--- src/design/acq_pkg.sv ---
// package for the conversion sequencing host controller
// assumes a 125 MHz system clock; counts derive from times in ns
package acq_pkg;
  // clock period in ns
  localparam int unsigned CLK_NS = 8;
  // timing figures in their own units
  localparam int unsigned T_RESET_NS     = 50;
  localparam int unsigned T_RST_CONV_NS  = 25;
  localparam int unsigned T_LOW_POWER_REQUEST_US      = 100;
  localparam int unsigned T_SHDN_INT_MS  = 30;
  localparam int unsigned T_SHDN_EXT_MS  = 13;
  localparam int unsigned T_AB_SKEW_US   = 500;  // 0.5 ms
  localparam int unsigned T_CYCLE_PAR_NS = 5000;
  localparam int unsigned T_CYCLE_SER_NS = 9100;
  localparam int unsigned T_CONV_OFF_NS  = 4200;
  // cycle counts: reset times round up, wake waits and longest times round down
  localparam int unsigned C_RESET    = (T_RESET_NS + CLK_NS - 1) / CLK_NS;
  localparam int unsigned C_RST_CONV = (T_RST_CONV_NS + CLK_NS - 1) / CLK_NS;
  localparam int unsigned C_LOW_POWER_REQUEST     = T_LOW_POWER_REQUEST_US * 1000 / CLK_NS;
  localparam int unsigned C_SHDN_INT = T_SHDN_INT_MS * 1000 * 1000 / CLK_NS;
  localparam int unsigned C_SHDN_EXT = T_SHDN_EXT_MS * 1000 * 1000 / CLK_NS;
  localparam int unsigned C_AB_SKEW  = T_AB_SKEW_US * 1000 / CLK_NS;
  localparam int unsigned C_CYC_PAR  = T_CYCLE_PAR_NS / CLK_NS;
  localparam int unsigned C_CYC_SER  = T_CYCLE_SER_NS / CLK_NS;
  localparam int unsigned C_CONV_OFF = T_CONV_OFF_NS / CLK_NS;
  // start pulse high length, at least 25 ns
  localparam int unsigned C_START_HI = C_RST_CONV;
  // register byte addresses
  localparam logic [3:0] ADR_CTRL   = 4'h0;
  localparam logic [3:0] ADR_STATUS = 4'h4;
  localparam logic [3:0] ADR_SKEW   = 4'h8;
  // control field positions
  localparam int unsigned F_START  = 0;  // write 1: start a conversion
  localparam int unsigned F_RESET  = 1;  // write 1: pulse device reset
  localparam int unsigned F_LOWP   = 2;  // low power request level
  localparam int unsigned F_SHDN   = 3;  // 1: low power is shutdown
  localparam int unsigned F_EXTREF = 4;  // 1: external reference in use
  localparam int unsigned F_SERIAL = 5;  // 1: serial read cycle budget
  localparam int unsigned F_OS     = 8;  // oversample_select, 3 bits
  localparam logic [31:0] CTRL_RST = 32'h0000_0000;
  // status field positions
  localparam int unsigned S_READY   = 0;
  localparam int unsigned S_BUSY    = 1;
  localparam int unsigned S_DONE    = 2;
  localparam int unsigned S_LATE    = 3;  // busy outlasted its limit
  localparam int unsigned S_OVERRUN = 4;  // cycle budget exceeded
  // sequencer states, gray along the usual path except hold back to idle, which flips two bits
  typedef enum logic [2:0] {
    ST_IDLE  = 3'b000,
    ST_START = 3'b001,
    ST_WAIT  = 3'b011,
    ST_CONV  = 3'b010,
    ST_HOLD  = 3'b110,
    ST_RESET = 3'b100,
    ST_WAKE  = 3'b101
  } acq_state_e;
endpackage : acq_pkg
--- src/design/acq_host.sv ---
// host controller: sequences resets, wake-up, start pulses and busy for
// the sampling converter; software reaches it over classic wishbone
// assumes device pins synchronous to I_CLOCK; reads of results are done
// by a separate read engine that waits for O_READ_OK
// Contract
// - parallel conversion-and-read cycle within 5 us
// - serial read-after cycle up to 9.1 us
// - wait 100 us after standby release
// - wait 30 or 13 ms after shutdown
// - hold reset high at least 50 ns
// - 25 ns from reset low to start
// - second start within 0.5 ms of first
// - select only after busy has fallen
// - last select release within 25 ns busy-fall
//
// The register offsets and register access over Wishbone are this design's own decisions.
`timescale 1ns/1ns
`default_nettype none
module acq_host #(
  parameter int unsigned SHDN_INT_CYC = acq_pkg::C_SHDN_INT,
  parameter int unsigned SHDN_EXT_CYC = acq_pkg::C_SHDN_EXT,
  parameter int unsigned LOW_POWER_REQUEST_CYC     = acq_pkg::C_LOW_POWER_REQUEST
) (
  // clock and reset
  input  wire logic        I_CLOCK,
  input  wire logic        I_RST_B,
  // wishbone slave
  input  wire logic        I_WB_CYC,
  input  wire logic        I_WB_STB,
  input  wire logic        I_WB_WE,
  input  wire logic [3:0]  I_WB_ADR,
  input  wire logic [3:0]  I_WB_SEL,
  input  wire logic [31:0] I_WB_DAT,
  output var  logic [31:0] O_WB_DAT,
  output var  logic        O_WB_ACK,
  // device pins
  input  wire logic        I_BUSY,
  output var  logic        O_SAMPLE_START_A,
  output var  logic        O_SAMPLE_START_B,
  output var  logic        O_DEV_RESET,
  output var  logic        O_LOW_POWER_REQUEST_B,
  output var  logic [2:0]  O_OVERSAMPLE_SELECT,
  // read engine handshake
  output var  logic        O_READ_OK
);
  localparam int unsigned CW = 32;
  // elaboration check: every wake wait needs at least one cycle
  if (SHDN_INT_CYC < 1 || SHDN_EXT_CYC < 1 || LOW_POWER_REQUEST_CYC < 1) begin : g_bad_wake
    $error("wake counts must be at least one");
  end

  acq_pkg::acq_state_e state_reg;              // sequencer state
  logic [CW-1:0]       cnt_reg;                // state timer
  logic [CW-1:0]       cyc_reg;                // throughput cycle timer
  logic [31:0]         ctrl_reg;               // control register
  logic [15:0]         skew_reg;               // a-to-b start skew, cycles
  logic                done_reg;               // sticky conversion done
  logic                late_reg;               // sticky busy overlong
  logic                over_reg;               // sticky cycle overrun
  logic                start_req_reg;          // pending start command
  logic                reset_req_reg;          // pending reset command
  logic                lowp_prev_reg;          // last low power level
  logic                wake_req_reg;           // wake wait pending
  logic                busy_prev_reg;          // busy one cycle ago
  logic [CW-1:0]       wake_len;               // wake wait length
  logic [CW-1:0]       conv_lim;               // busy limit for ratio
  logic                wr_ctrl;                // control write strobe
  logic                busy_fall;              // busy falling edge
  logic                lowp_fall;              // low power just released
  logic                start_go;               // start taken this cycle
  logic [CW-1:0]       skew_eff;               // skew held to its cap

  assign wr_ctrl   = I_WB_CYC && I_WB_STB && I_WB_WE && !O_WB_ACK && I_WB_ADR == acq_pkg::ADR_CTRL;
  assign busy_fall = busy_prev_reg && !I_BUSY;
  assign lowp_fall = lowp_prev_reg && !ctrl_reg[acq_pkg::F_LOWP];
  // a start never slips past a release that has not yet become a wake wait
  assign start_go  = state_reg == acq_pkg::ST_IDLE && !reset_req_reg && !wake_req_reg && !lowp_fall &&
                     start_req_reg && !ctrl_reg[acq_pkg::F_LOWP] && !I_BUSY;
  // skew as actually applied, never beyond the 0.5 ms cap
  assign skew_eff  = (CW'(skew_reg) > CW'(acq_pkg::C_AB_SKEW)) ? CW'(acq_pkg::C_AB_SKEW) : CW'(skew_reg);
  // standby wait unless shutdown is set, then shutdown wait by reference choice
  assign wake_len  = !ctrl_reg[acq_pkg::F_SHDN] ? CW'(LOW_POWER_REQUEST_CYC) :
                     ctrl_reg[acq_pkg::F_EXTREF] ? CW'(SHDN_EXT_CYC) : CW'(SHDN_INT_CYC);
  // busy limit doubles exactly with each ratio; twice the 4.2 us base at ratio 0
  assign conv_lim  = CW'(acq_pkg::C_CONV_OFF) * (CW'(1) << ctrl_reg[acq_pkg::F_OS +: 3]) * CW'(2);

  // wishbone ack and read data, one cycle answer
  always_ff @(posedge I_CLOCK or negedge I_RST_B) begin
    if (!I_RST_B) begin
      O_WB_ACK <= 1'b0;
      O_WB_DAT <= 32'h0000_0000;
    end else begin
      O_WB_ACK <= I_WB_CYC && I_WB_STB && !O_WB_ACK;
      if (I_WB_CYC && I_WB_STB && !O_WB_ACK && !I_WB_WE) begin
        unique case (I_WB_ADR)
          acq_pkg::ADR_CTRL:   O_WB_DAT <= ctrl_reg;
          acq_pkg::ADR_STATUS: O_WB_DAT <= {27'h000_0000, over_reg, late_reg, done_reg, I_BUSY,
                                            state_reg == acq_pkg::ST_IDLE};
          acq_pkg::ADR_SKEW:   O_WB_DAT <= {16'h0000, skew_reg};
          default:             O_WB_DAT <= 32'h0000_0000;
        endcase
      end
    end
  end

  // control and skew registers, with byte enables
  always_ff @(posedge I_CLOCK or negedge I_RST_B) begin
    if (!I_RST_B) begin
      ctrl_reg <= acq_pkg::CTRL_RST;
      skew_reg <= 16'h0000;
    end else if (I_WB_CYC && I_WB_STB && I_WB_WE && !O_WB_ACK) begin
      for (int i = 0; i < 4; i++) begin
        if (I_WB_SEL[i] && I_WB_ADR == acq_pkg::ADR_CTRL) ctrl_reg[i*8 +: 8] <= I_WB_DAT[i*8 +: 8];
      end
      if (I_WB_ADR == acq_pkg::ADR_SKEW && I_WB_SEL[0]) skew_reg[7:0] <= I_WB_DAT[7:0];
      if (I_WB_ADR == acq_pkg::ADR_SKEW && I_WB_SEL[1]) skew_reg[15:8] <= I_WB_DAT[15:8];
    end else begin
      ctrl_reg[acq_pkg::F_START] <= 1'b0;  // self clearing
      ctrl_reg[acq_pkg::F_RESET] <= 1'b0;
    end
  end

  // pending commands; set on write, cleared when taken
  always_ff @(posedge I_CLOCK or negedge I_RST_B) begin
    if (!I_RST_B) begin
      start_req_reg <= 1'b0;
      reset_req_reg <= 1'b0;
      wake_req_reg  <= 1'b0;
      lowp_prev_reg <= 1'b0;
    end else begin
      lowp_prev_reg <= ctrl_reg[acq_pkg::F_LOWP];
      if (wr_ctrl && I_WB_SEL[0] && I_WB_DAT[acq_pkg::F_START]) start_req_reg <= 1'b1;
      else if (state_reg == acq_pkg::ST_START) start_req_reg <= 1'b0;
      if (wr_ctrl && I_WB_SEL[0] && I_WB_DAT[acq_pkg::F_RESET]) reset_req_reg <= 1'b1;
      else if (state_reg == acq_pkg::ST_RESET) reset_req_reg <= 1'b0;
      if (lowp_fall) wake_req_reg <= 1'b1;
      else if (state_reg == acq_pkg::ST_WAKE) wake_req_reg <= 1'b0;
    end
  end

  // sequencer: reset pulse, wake wait, start pulses, busy tracking
  always_ff @(posedge I_CLOCK or negedge I_RST_B) begin
    if (!I_RST_B) begin
      state_reg        <= acq_pkg::ST_IDLE;
      cnt_reg          <= '0;
      O_SAMPLE_START_A <= 1'b0;
      O_SAMPLE_START_B <= 1'b0;
      O_DEV_RESET      <= 1'b0;
    end else begin
      cnt_reg <= cnt_reg + CW'(1);
      unique case (state_reg)
        acq_pkg::ST_IDLE: begin
          cnt_reg <= '0;
          if (reset_req_reg) begin
            state_reg   <= acq_pkg::ST_RESET;
            O_DEV_RESET <= 1'b1;
          end else if (wake_req_reg || lowp_fall) begin
            state_reg <= acq_pkg::ST_WAKE;
          end else if (start_go) begin
            state_reg        <= acq_pkg::ST_START;
            O_SAMPLE_START_A <= 1'b1;
            O_SAMPLE_START_B <= (skew_reg == 16'h0000);
          end
        end
        acq_pkg::ST_RESET: begin
          if (cnt_reg == CW'(acq_pkg::C_RESET - 1)) O_DEV_RESET <= 1'b0;
          if (cnt_reg == CW'(acq_pkg::C_RESET + acq_pkg::C_RST_CONV - 1)) begin
            state_reg <= acq_pkg::ST_IDLE;
          end
        end
        acq_pkg::ST_WAKE: begin
          if (cnt_reg >= wake_len - CW'(1)) state_reg <= acq_pkg::ST_IDLE;
        end
        acq_pkg::ST_START: begin
          // b follows a within the skew setting, capped at 0.5 ms
          if (cnt_reg + CW'(1) >= CW'(skew_reg) || cnt_reg >= CW'(acq_pkg::C_AB_SKEW - 1))
            O_SAMPLE_START_B <= 1'b1;
          // b, too, stays high at least 25 ns after it rose
          if (cnt_reg >= skew_eff + CW'(acq_pkg::C_START_HI - 1) && O_SAMPLE_START_B) begin
            O_SAMPLE_START_A <= 1'b0;
            O_SAMPLE_START_B <= 1'b0;
            state_reg        <= acq_pkg::ST_WAIT;
            cnt_reg          <= '0;
          end
        end
        acq_pkg::ST_WAIT: begin
          // busy rises within 40 ns of start
          if (I_BUSY) state_reg <= acq_pkg::ST_CONV;
          else if (cnt_reg == CW'(acq_pkg::C_START_HI)) state_reg <= acq_pkg::ST_CONV;
        end
        acq_pkg::ST_CONV: begin
          if (!I_BUSY) begin
            state_reg <= acq_pkg::ST_HOLD;
            cnt_reg   <= '0;
          end
        end
        acq_pkg::ST_HOLD: begin
          // low start pulse kept at least 25 ns before next start
          if (cnt_reg >= CW'(acq_pkg::C_START_HI - 1)) state_reg <= acq_pkg::ST_IDLE;
        end
        default: state_reg <= acq_pkg::ST_IDLE;
      endcase
    end
  end

  // cycle timer, busy watch and sticky status; set wins over clear
  always_ff @(posedge I_CLOCK or negedge I_RST_B) begin
    if (!I_RST_B) begin
      cyc_reg       <= '0;
      busy_prev_reg <= 1'b0;
      done_reg      <= 1'b0;
      late_reg      <= 1'b0;
      over_reg      <= 1'b0;
      O_READ_OK     <= 1'b0;
    end else begin
      busy_prev_reg <= I_BUSY;
      if (state_reg == acq_pkg::ST_IDLE && start_req_reg) cyc_reg <= '0;
      else cyc_reg <= cyc_reg + CW'(1);
      // select may only be asserted once busy is low
      // low too in the cycle a start is launched, so it never meets a start pulse
      O_READ_OK <= !I_BUSY && !start_go && state_reg != acq_pkg::ST_WAIT &&
                   state_reg != acq_pkg::ST_START;
      if (busy_fall) done_reg <= 1'b1;
      else if (wr_ctrl && I_WB_SEL[0] && I_WB_DAT[acq_pkg::F_START]) done_reg <= 1'b0;
      if (state_reg == acq_pkg::ST_CONV && cyc_reg > conv_lim) late_reg <= 1'b1;
      else if (wr_ctrl && I_WB_SEL[0] && I_WB_DAT[acq_pkg::F_RESET]) late_reg <= 1'b0;
      if (busy_fall && cyc_reg > (ctrl_reg[acq_pkg::F_SERIAL] ? CW'(acq_pkg::C_CYC_SER)
                                                            : CW'(acq_pkg::C_CYC_PAR)))
        over_reg <= 1'b1;
      else if (wr_ctrl && I_WB_SEL[0] && I_WB_DAT[acq_pkg::F_RESET]) over_reg <= 1'b0;
    end
  end

  // pin levels mirrored from control
  always_ff @(posedge I_CLOCK or negedge I_RST_B) begin
    if (!I_RST_B) begin
      O_LOW_POWER_REQUEST_B <= 1'b1;
      O_OVERSAMPLE_SELECT   <= 3'h0;
    end else begin
      O_LOW_POWER_REQUEST_B <= !ctrl_reg[acq_pkg::F_LOWP];
      // ratio changes only away from a conversion
      if (state_reg == acq_pkg::ST_IDLE) O_OVERSAMPLE_SELECT <= ctrl_reg[acq_pkg::F_OS +: 3];
    end
  end
endmodule : acq_host
`default_nettype wire

--- config.mk ---
export PLATFORM = sky130hd
export DESIGN_NAME = acq_host
export DESIGN_NICKNAME = d
export VERILOG_FILES = /design/src/design/acq_pkg.sv /design/src/design/acq_host.sv
export SDC_FILE = /design/constraint.sdc
export NUM_CORES = 1
export LEC_CHECK = 0
export BUFFER_PORTS_ARGS = -buffer_cell sky130_fd_sc_hd__clkbuf_2
export CAP_MARGIN = 40
export CORE_MARGIN = 2
export CORE_UTILIZATION = 60
export CTS_CLUSTER_SIZE = 28
export DETAILED_ROUTE_END_ITERATION = 7
export PLACE_DENSITY = 0.77
export SLEW_MARGIN = 20
export SYNTH_ARGS = -nofsm -noshare
export SYNTH_HDL_FRONTEND = slang
export SYNTH_SLANG_ARGS = --single-unit
--- constraint.sdc ---
create_clock -name I_CLOCK -period 11.6 [get_ports I_CLOCK]
set_input_delay 1.16 -clock I_CLOCK [delete_from_list [all_inputs] [get_ports I_CLOCK]]
set_output_delay 1.16 -clock I_CLOCK [all_outputs]
set_load 0.01 [all_outputs]
==> flow_results.org <==
** Finish
- Cell area after layout :: 11,600 um^2
- Counting the fill cells in the layout gives 1,239.
- Antenna diode instance count :: 0
- Relative area change from synthesis to final layout :: 12.7%
- Measured on the finished design, the core utilization comes to 0.696.
- The final layout contains 1,287 nets.
- Share of post-route cells with drive strength above 1 :: 0.174

** Route
- The final route contains 7,938 vias.
- Before antenna repair, the detailed router went through 5 iterations.
- Number of routed nets with antenna violations :: 0
- In the final routed layout, each cell accounts on average for 17.8 um.
- For this block, the initial DRC count from the detailed router was 524.
- For this run, design rule violations remaining after detail routing come to 0.
- Wire length after detailed routing :: 24,200 um
- In the routed layout, each cell is associated on average with a via count of 5.83.

** STA
- In this run the tightest slew margin relative to its limit is 0.450.
- Max-slew violation total from the final report :: 0
- For the pin with the worst max-slew slack, the measured transition is 0.819 ns.
- Period minus WS final :: 5.20 ns
- Fin Setup TNS :: 0 ns
- Number of endpoints with negative hold slack in the final report :: 0
- Tcrit/Tclk final :: 0.449
- Setup repair after global routing left no endpoint under its margin.
- Derived from the worst setup path, the maximum achievable clock frequency is 192 MHz.
- Clock tree skew after final layout :: 0.0184 ns
- Setup violations remaining at the end of the flow were counted as 0.

** Run
- Max-cap viol count :: 0

** Clock network
- TritonCTS clock tree :: done
- Clk Latency, worst-skew pair :: 0.44 ns
- Bufs on Longest Clock Path :: 2
- Master cell of the clock root buffer :: clkbuf_16
- Clock tree synthesis inserted a total of 17 buffers.
- In this run, post-CTS repair resized a total of 0 instances.
- The number of setup buffers added after CTS is 0.
- H-tree levels :: 4
- Clock-pin slew on the worst setup and hold paths :: 0.08 ns
- Hold repair after CTS inserted 0 buffers.
- For this design, the sink count on the clock tree is 164.

** Logic synthesis
- The cell count after synthesis came out at 1,037.
- Area of the mapped netlist :: 10,300 um^2
- Post-synthesis sequential area ratio :: 0.400
- By area the synthesized netlist is led by dfrtp_1 (40%), ha_1 (13%), mux2_2 (5.6%).
- Async set or reset register ratio after synthesis :: 1.00
- Synthesis warning total :: 0
- dfrtp_1 takes more of the synthesized area than any other cell.
- Counting distinct cell types in the post-synthesis netlist gives 69.
- For this run, the leading register cell type out of synthesis is dfrtp_1.
- #FFs+latches synth :: 164
- Syn avg cell area :: 9.91 um^2
- Of the post-synthesis cell area, the dominant cell type holds 0.397.
- Ranked by instance count, the synthesized netlist is headed by dfrtp_1 (163), ha_1 (109), nand2_1 (94), nor2_1 (94), inv_1 (52).
- dfrtp_1 is the most common cell in the netlist.
- Number of synthesized flops with an enable pin :: 0

** Worst hold path
- In this run the worst hold path is classified as reg2reg.
- In this run the most critical hold path is launched from ctrl_reg[27]$_DFFE_PN0P_.

** Critical path
- Data arrival, critical path :: 5.51 ns
- The most critical setup path has its startpoint at ctrl_reg[9]$_DFFE_PN0P_.
- Data required, critical path :: 11.91 ns
- Cell with the biggest individual delay on the critical path :: or4_1
- In this run the worst path has a maximum fanout of 10.
- The largest single stage delay on the critical path is 0.54 ns.
- Critical path endpoint category :: register
- In this run the critical register-to-register path is launched from ctrl_reg[9]$_DFFE_PN0P_.
- Sort of element at the start of the critical path :: register
- Classification of the worst setup path :: reg2reg

** Placed design
- Final HPWL DP :: 18,100 um
- Summing all placed instances gives a cell area of 11,000 um^2.
- Routability-driven placement finished with a final weighted congestion of 0.904.
- Number of port buffers :: 86

** GRT
- For this run, the total global-route usage over all layers was measured as 0.279.
- The first global-routing pass estimated 39,900 um of wire.
- Maximum number of pins on one net before global-route repair :: 78
- Number of antenna violations at the first check in global routing :: 0
- Global routing finished with a remaining overflow of 0.
- The number of global-route vias before repair is 7,972.

** Power
- The analysis attributes to net switching a power of 0.376 mW.
- Power per cell area :: 113 nW/um^2
- Of the total power, combinational logic draws 0.106.
- The share of total power dissipated in the clock network is 0.435.
- Across the VDD grid, the largest voltage drop is 111 uV.
- Overall power after layout :: 1.31 mW
- The internal power of the cells totals 0.935 mW.
- In this run the static leakage power is 5.59 nW.
- Of the total power, the share spent switching nets is 0.287.
- The share of total power dissipated in sequential elements is 0.459.

** Die
- Total core area :: 16,600 um^2
- Die height :: 135 um
- Standard-cell rows :: 47
- From left edge to right edge, the die measures 135 um.
- Top-level I/O count :: 87
- Starting Density :: 0.617
- The die covers 18,200 um^2.

** Status
- The flow ran to the end, and the final reports show no timing, DRC or antenna violations.
==> final cells by class <==
cell class	count	area, um^2	share of cell area
inverter	52	195	0.0169
clock buffer	17	425	0.0367
sequential	164	4110	0.355
multi-input combinational	799	5870	0.507
timing repair buffer	94	524	0.0453
clock inverter	15	183	0.0158
tap	220	275	0.0238
==> logic make-up (layout without fill, tap and decap cells) <==
group | Yosys count | count (layout) | synth area share
simple gates | 369 | 369 | 0.190
fa+ha+maj | 113 | 113 | 0.141
flops | 164 | 164 | 0.400
xor+xnor | 78 | 78 | 0.0665
buf+inv | 81 | 178 | 0.0323
other cells | 2 | 9 | 0.000731
compound gates | 178 | 178 | 0.113
mux | 52 | 52 | 0.0569
==> critical path: cells and delay by family (launching register included) <==
family | cells | cell delay [ns]
buffers and inverters | 4 | 0.41
adder cells (fa/ha/maj) | 5 | 1.65
AND/OR/NAND/NOR | 8 | 1.33
flip-flops | 1 | 0.47
AO/OA/AOI/OAI | 7 | 1.05
XOR/XNOR | 1 | 0.16
==> layer usage <==
metal / up-vias / track usage / routed length (um)
met2: 221 / 0.461 / 11600
met5: - / 0 / 0
met4: 0 / 0.0696 / 257
met3: 24 / 0.0578 / 1350
li1: 3875 / - / -
met1: 3818 / 0.378 / 11000
==> worst paths after layout <==
check                                                end  slack, ns  cells after the start
worst max-delay path                late_reg$_DFFE_PN0P_       6.40                     25
worst min-delay path            O_WB_DAT[27]$_DFFE_PN0P_       0.49                      1
worst max register to register      late_reg$_DFFE_PN0P_       6.40                     25
worst min register to register  O_WB_DAT[27]$_DFFE_PN0P_       0.49                      1
max in group asynchronous          cyc_reg[13]$_DFF_PN0_       9.55                      3
min in group asynchronous          cnt_reg[27]$_DFF_PN0_       0.59                      1
==> through the flow <==
step	hold slack, ns	worst slack (ns)	cells
after floorplan	0.429	6.83	1044
after global placement	0.462	6.59	1326
after detailed placement	0.467	6.43	1329
after CTS	0.495	6.41	1361
after global routing	0.514	6.02	1361
final	0.491	6.40	1361
==> placed cells by master, fill, tap and decap left out, drive strengths merged, types with 19 or more instances in the layout <==
master / synthesis / routed
a21oi: 40 / 40
and3: 20 / 20
clkbuf: 20 / 102
dfrtp: 163 / 163
ha: 109 / 109
inv: 52 / 59
mux2: 51 / 51
nand2: 94 / 94
nand3: 36 / 36
nand4: 19 / 19
nor2: 95 / 95
nor2b: 20 / 20
nor3: 23 / 23
o21ai: 52 / 52
xnor2: 36 / 36
xor2: 42 / 42
==> power groups by stage <==
| stage | Sequential, mW | Clock, mW | Combinational, mW |
|---|---|---|---|
| final | 0.602 | 0.571 | 0.138 |
| after global routing | 0.604 | 0.602 | 0.157 |
| after CTS | 0.601 | 0.577 | 0.138 |
| after detailed placement | 0.613 | 0 | 0.135 |
| after global placement | 0.612 | 0 | 0.131 |
| after floorplan | 0.607 | 0 | 0.0878 |
No activity file was read; power rests on OpenSTA's default activity.
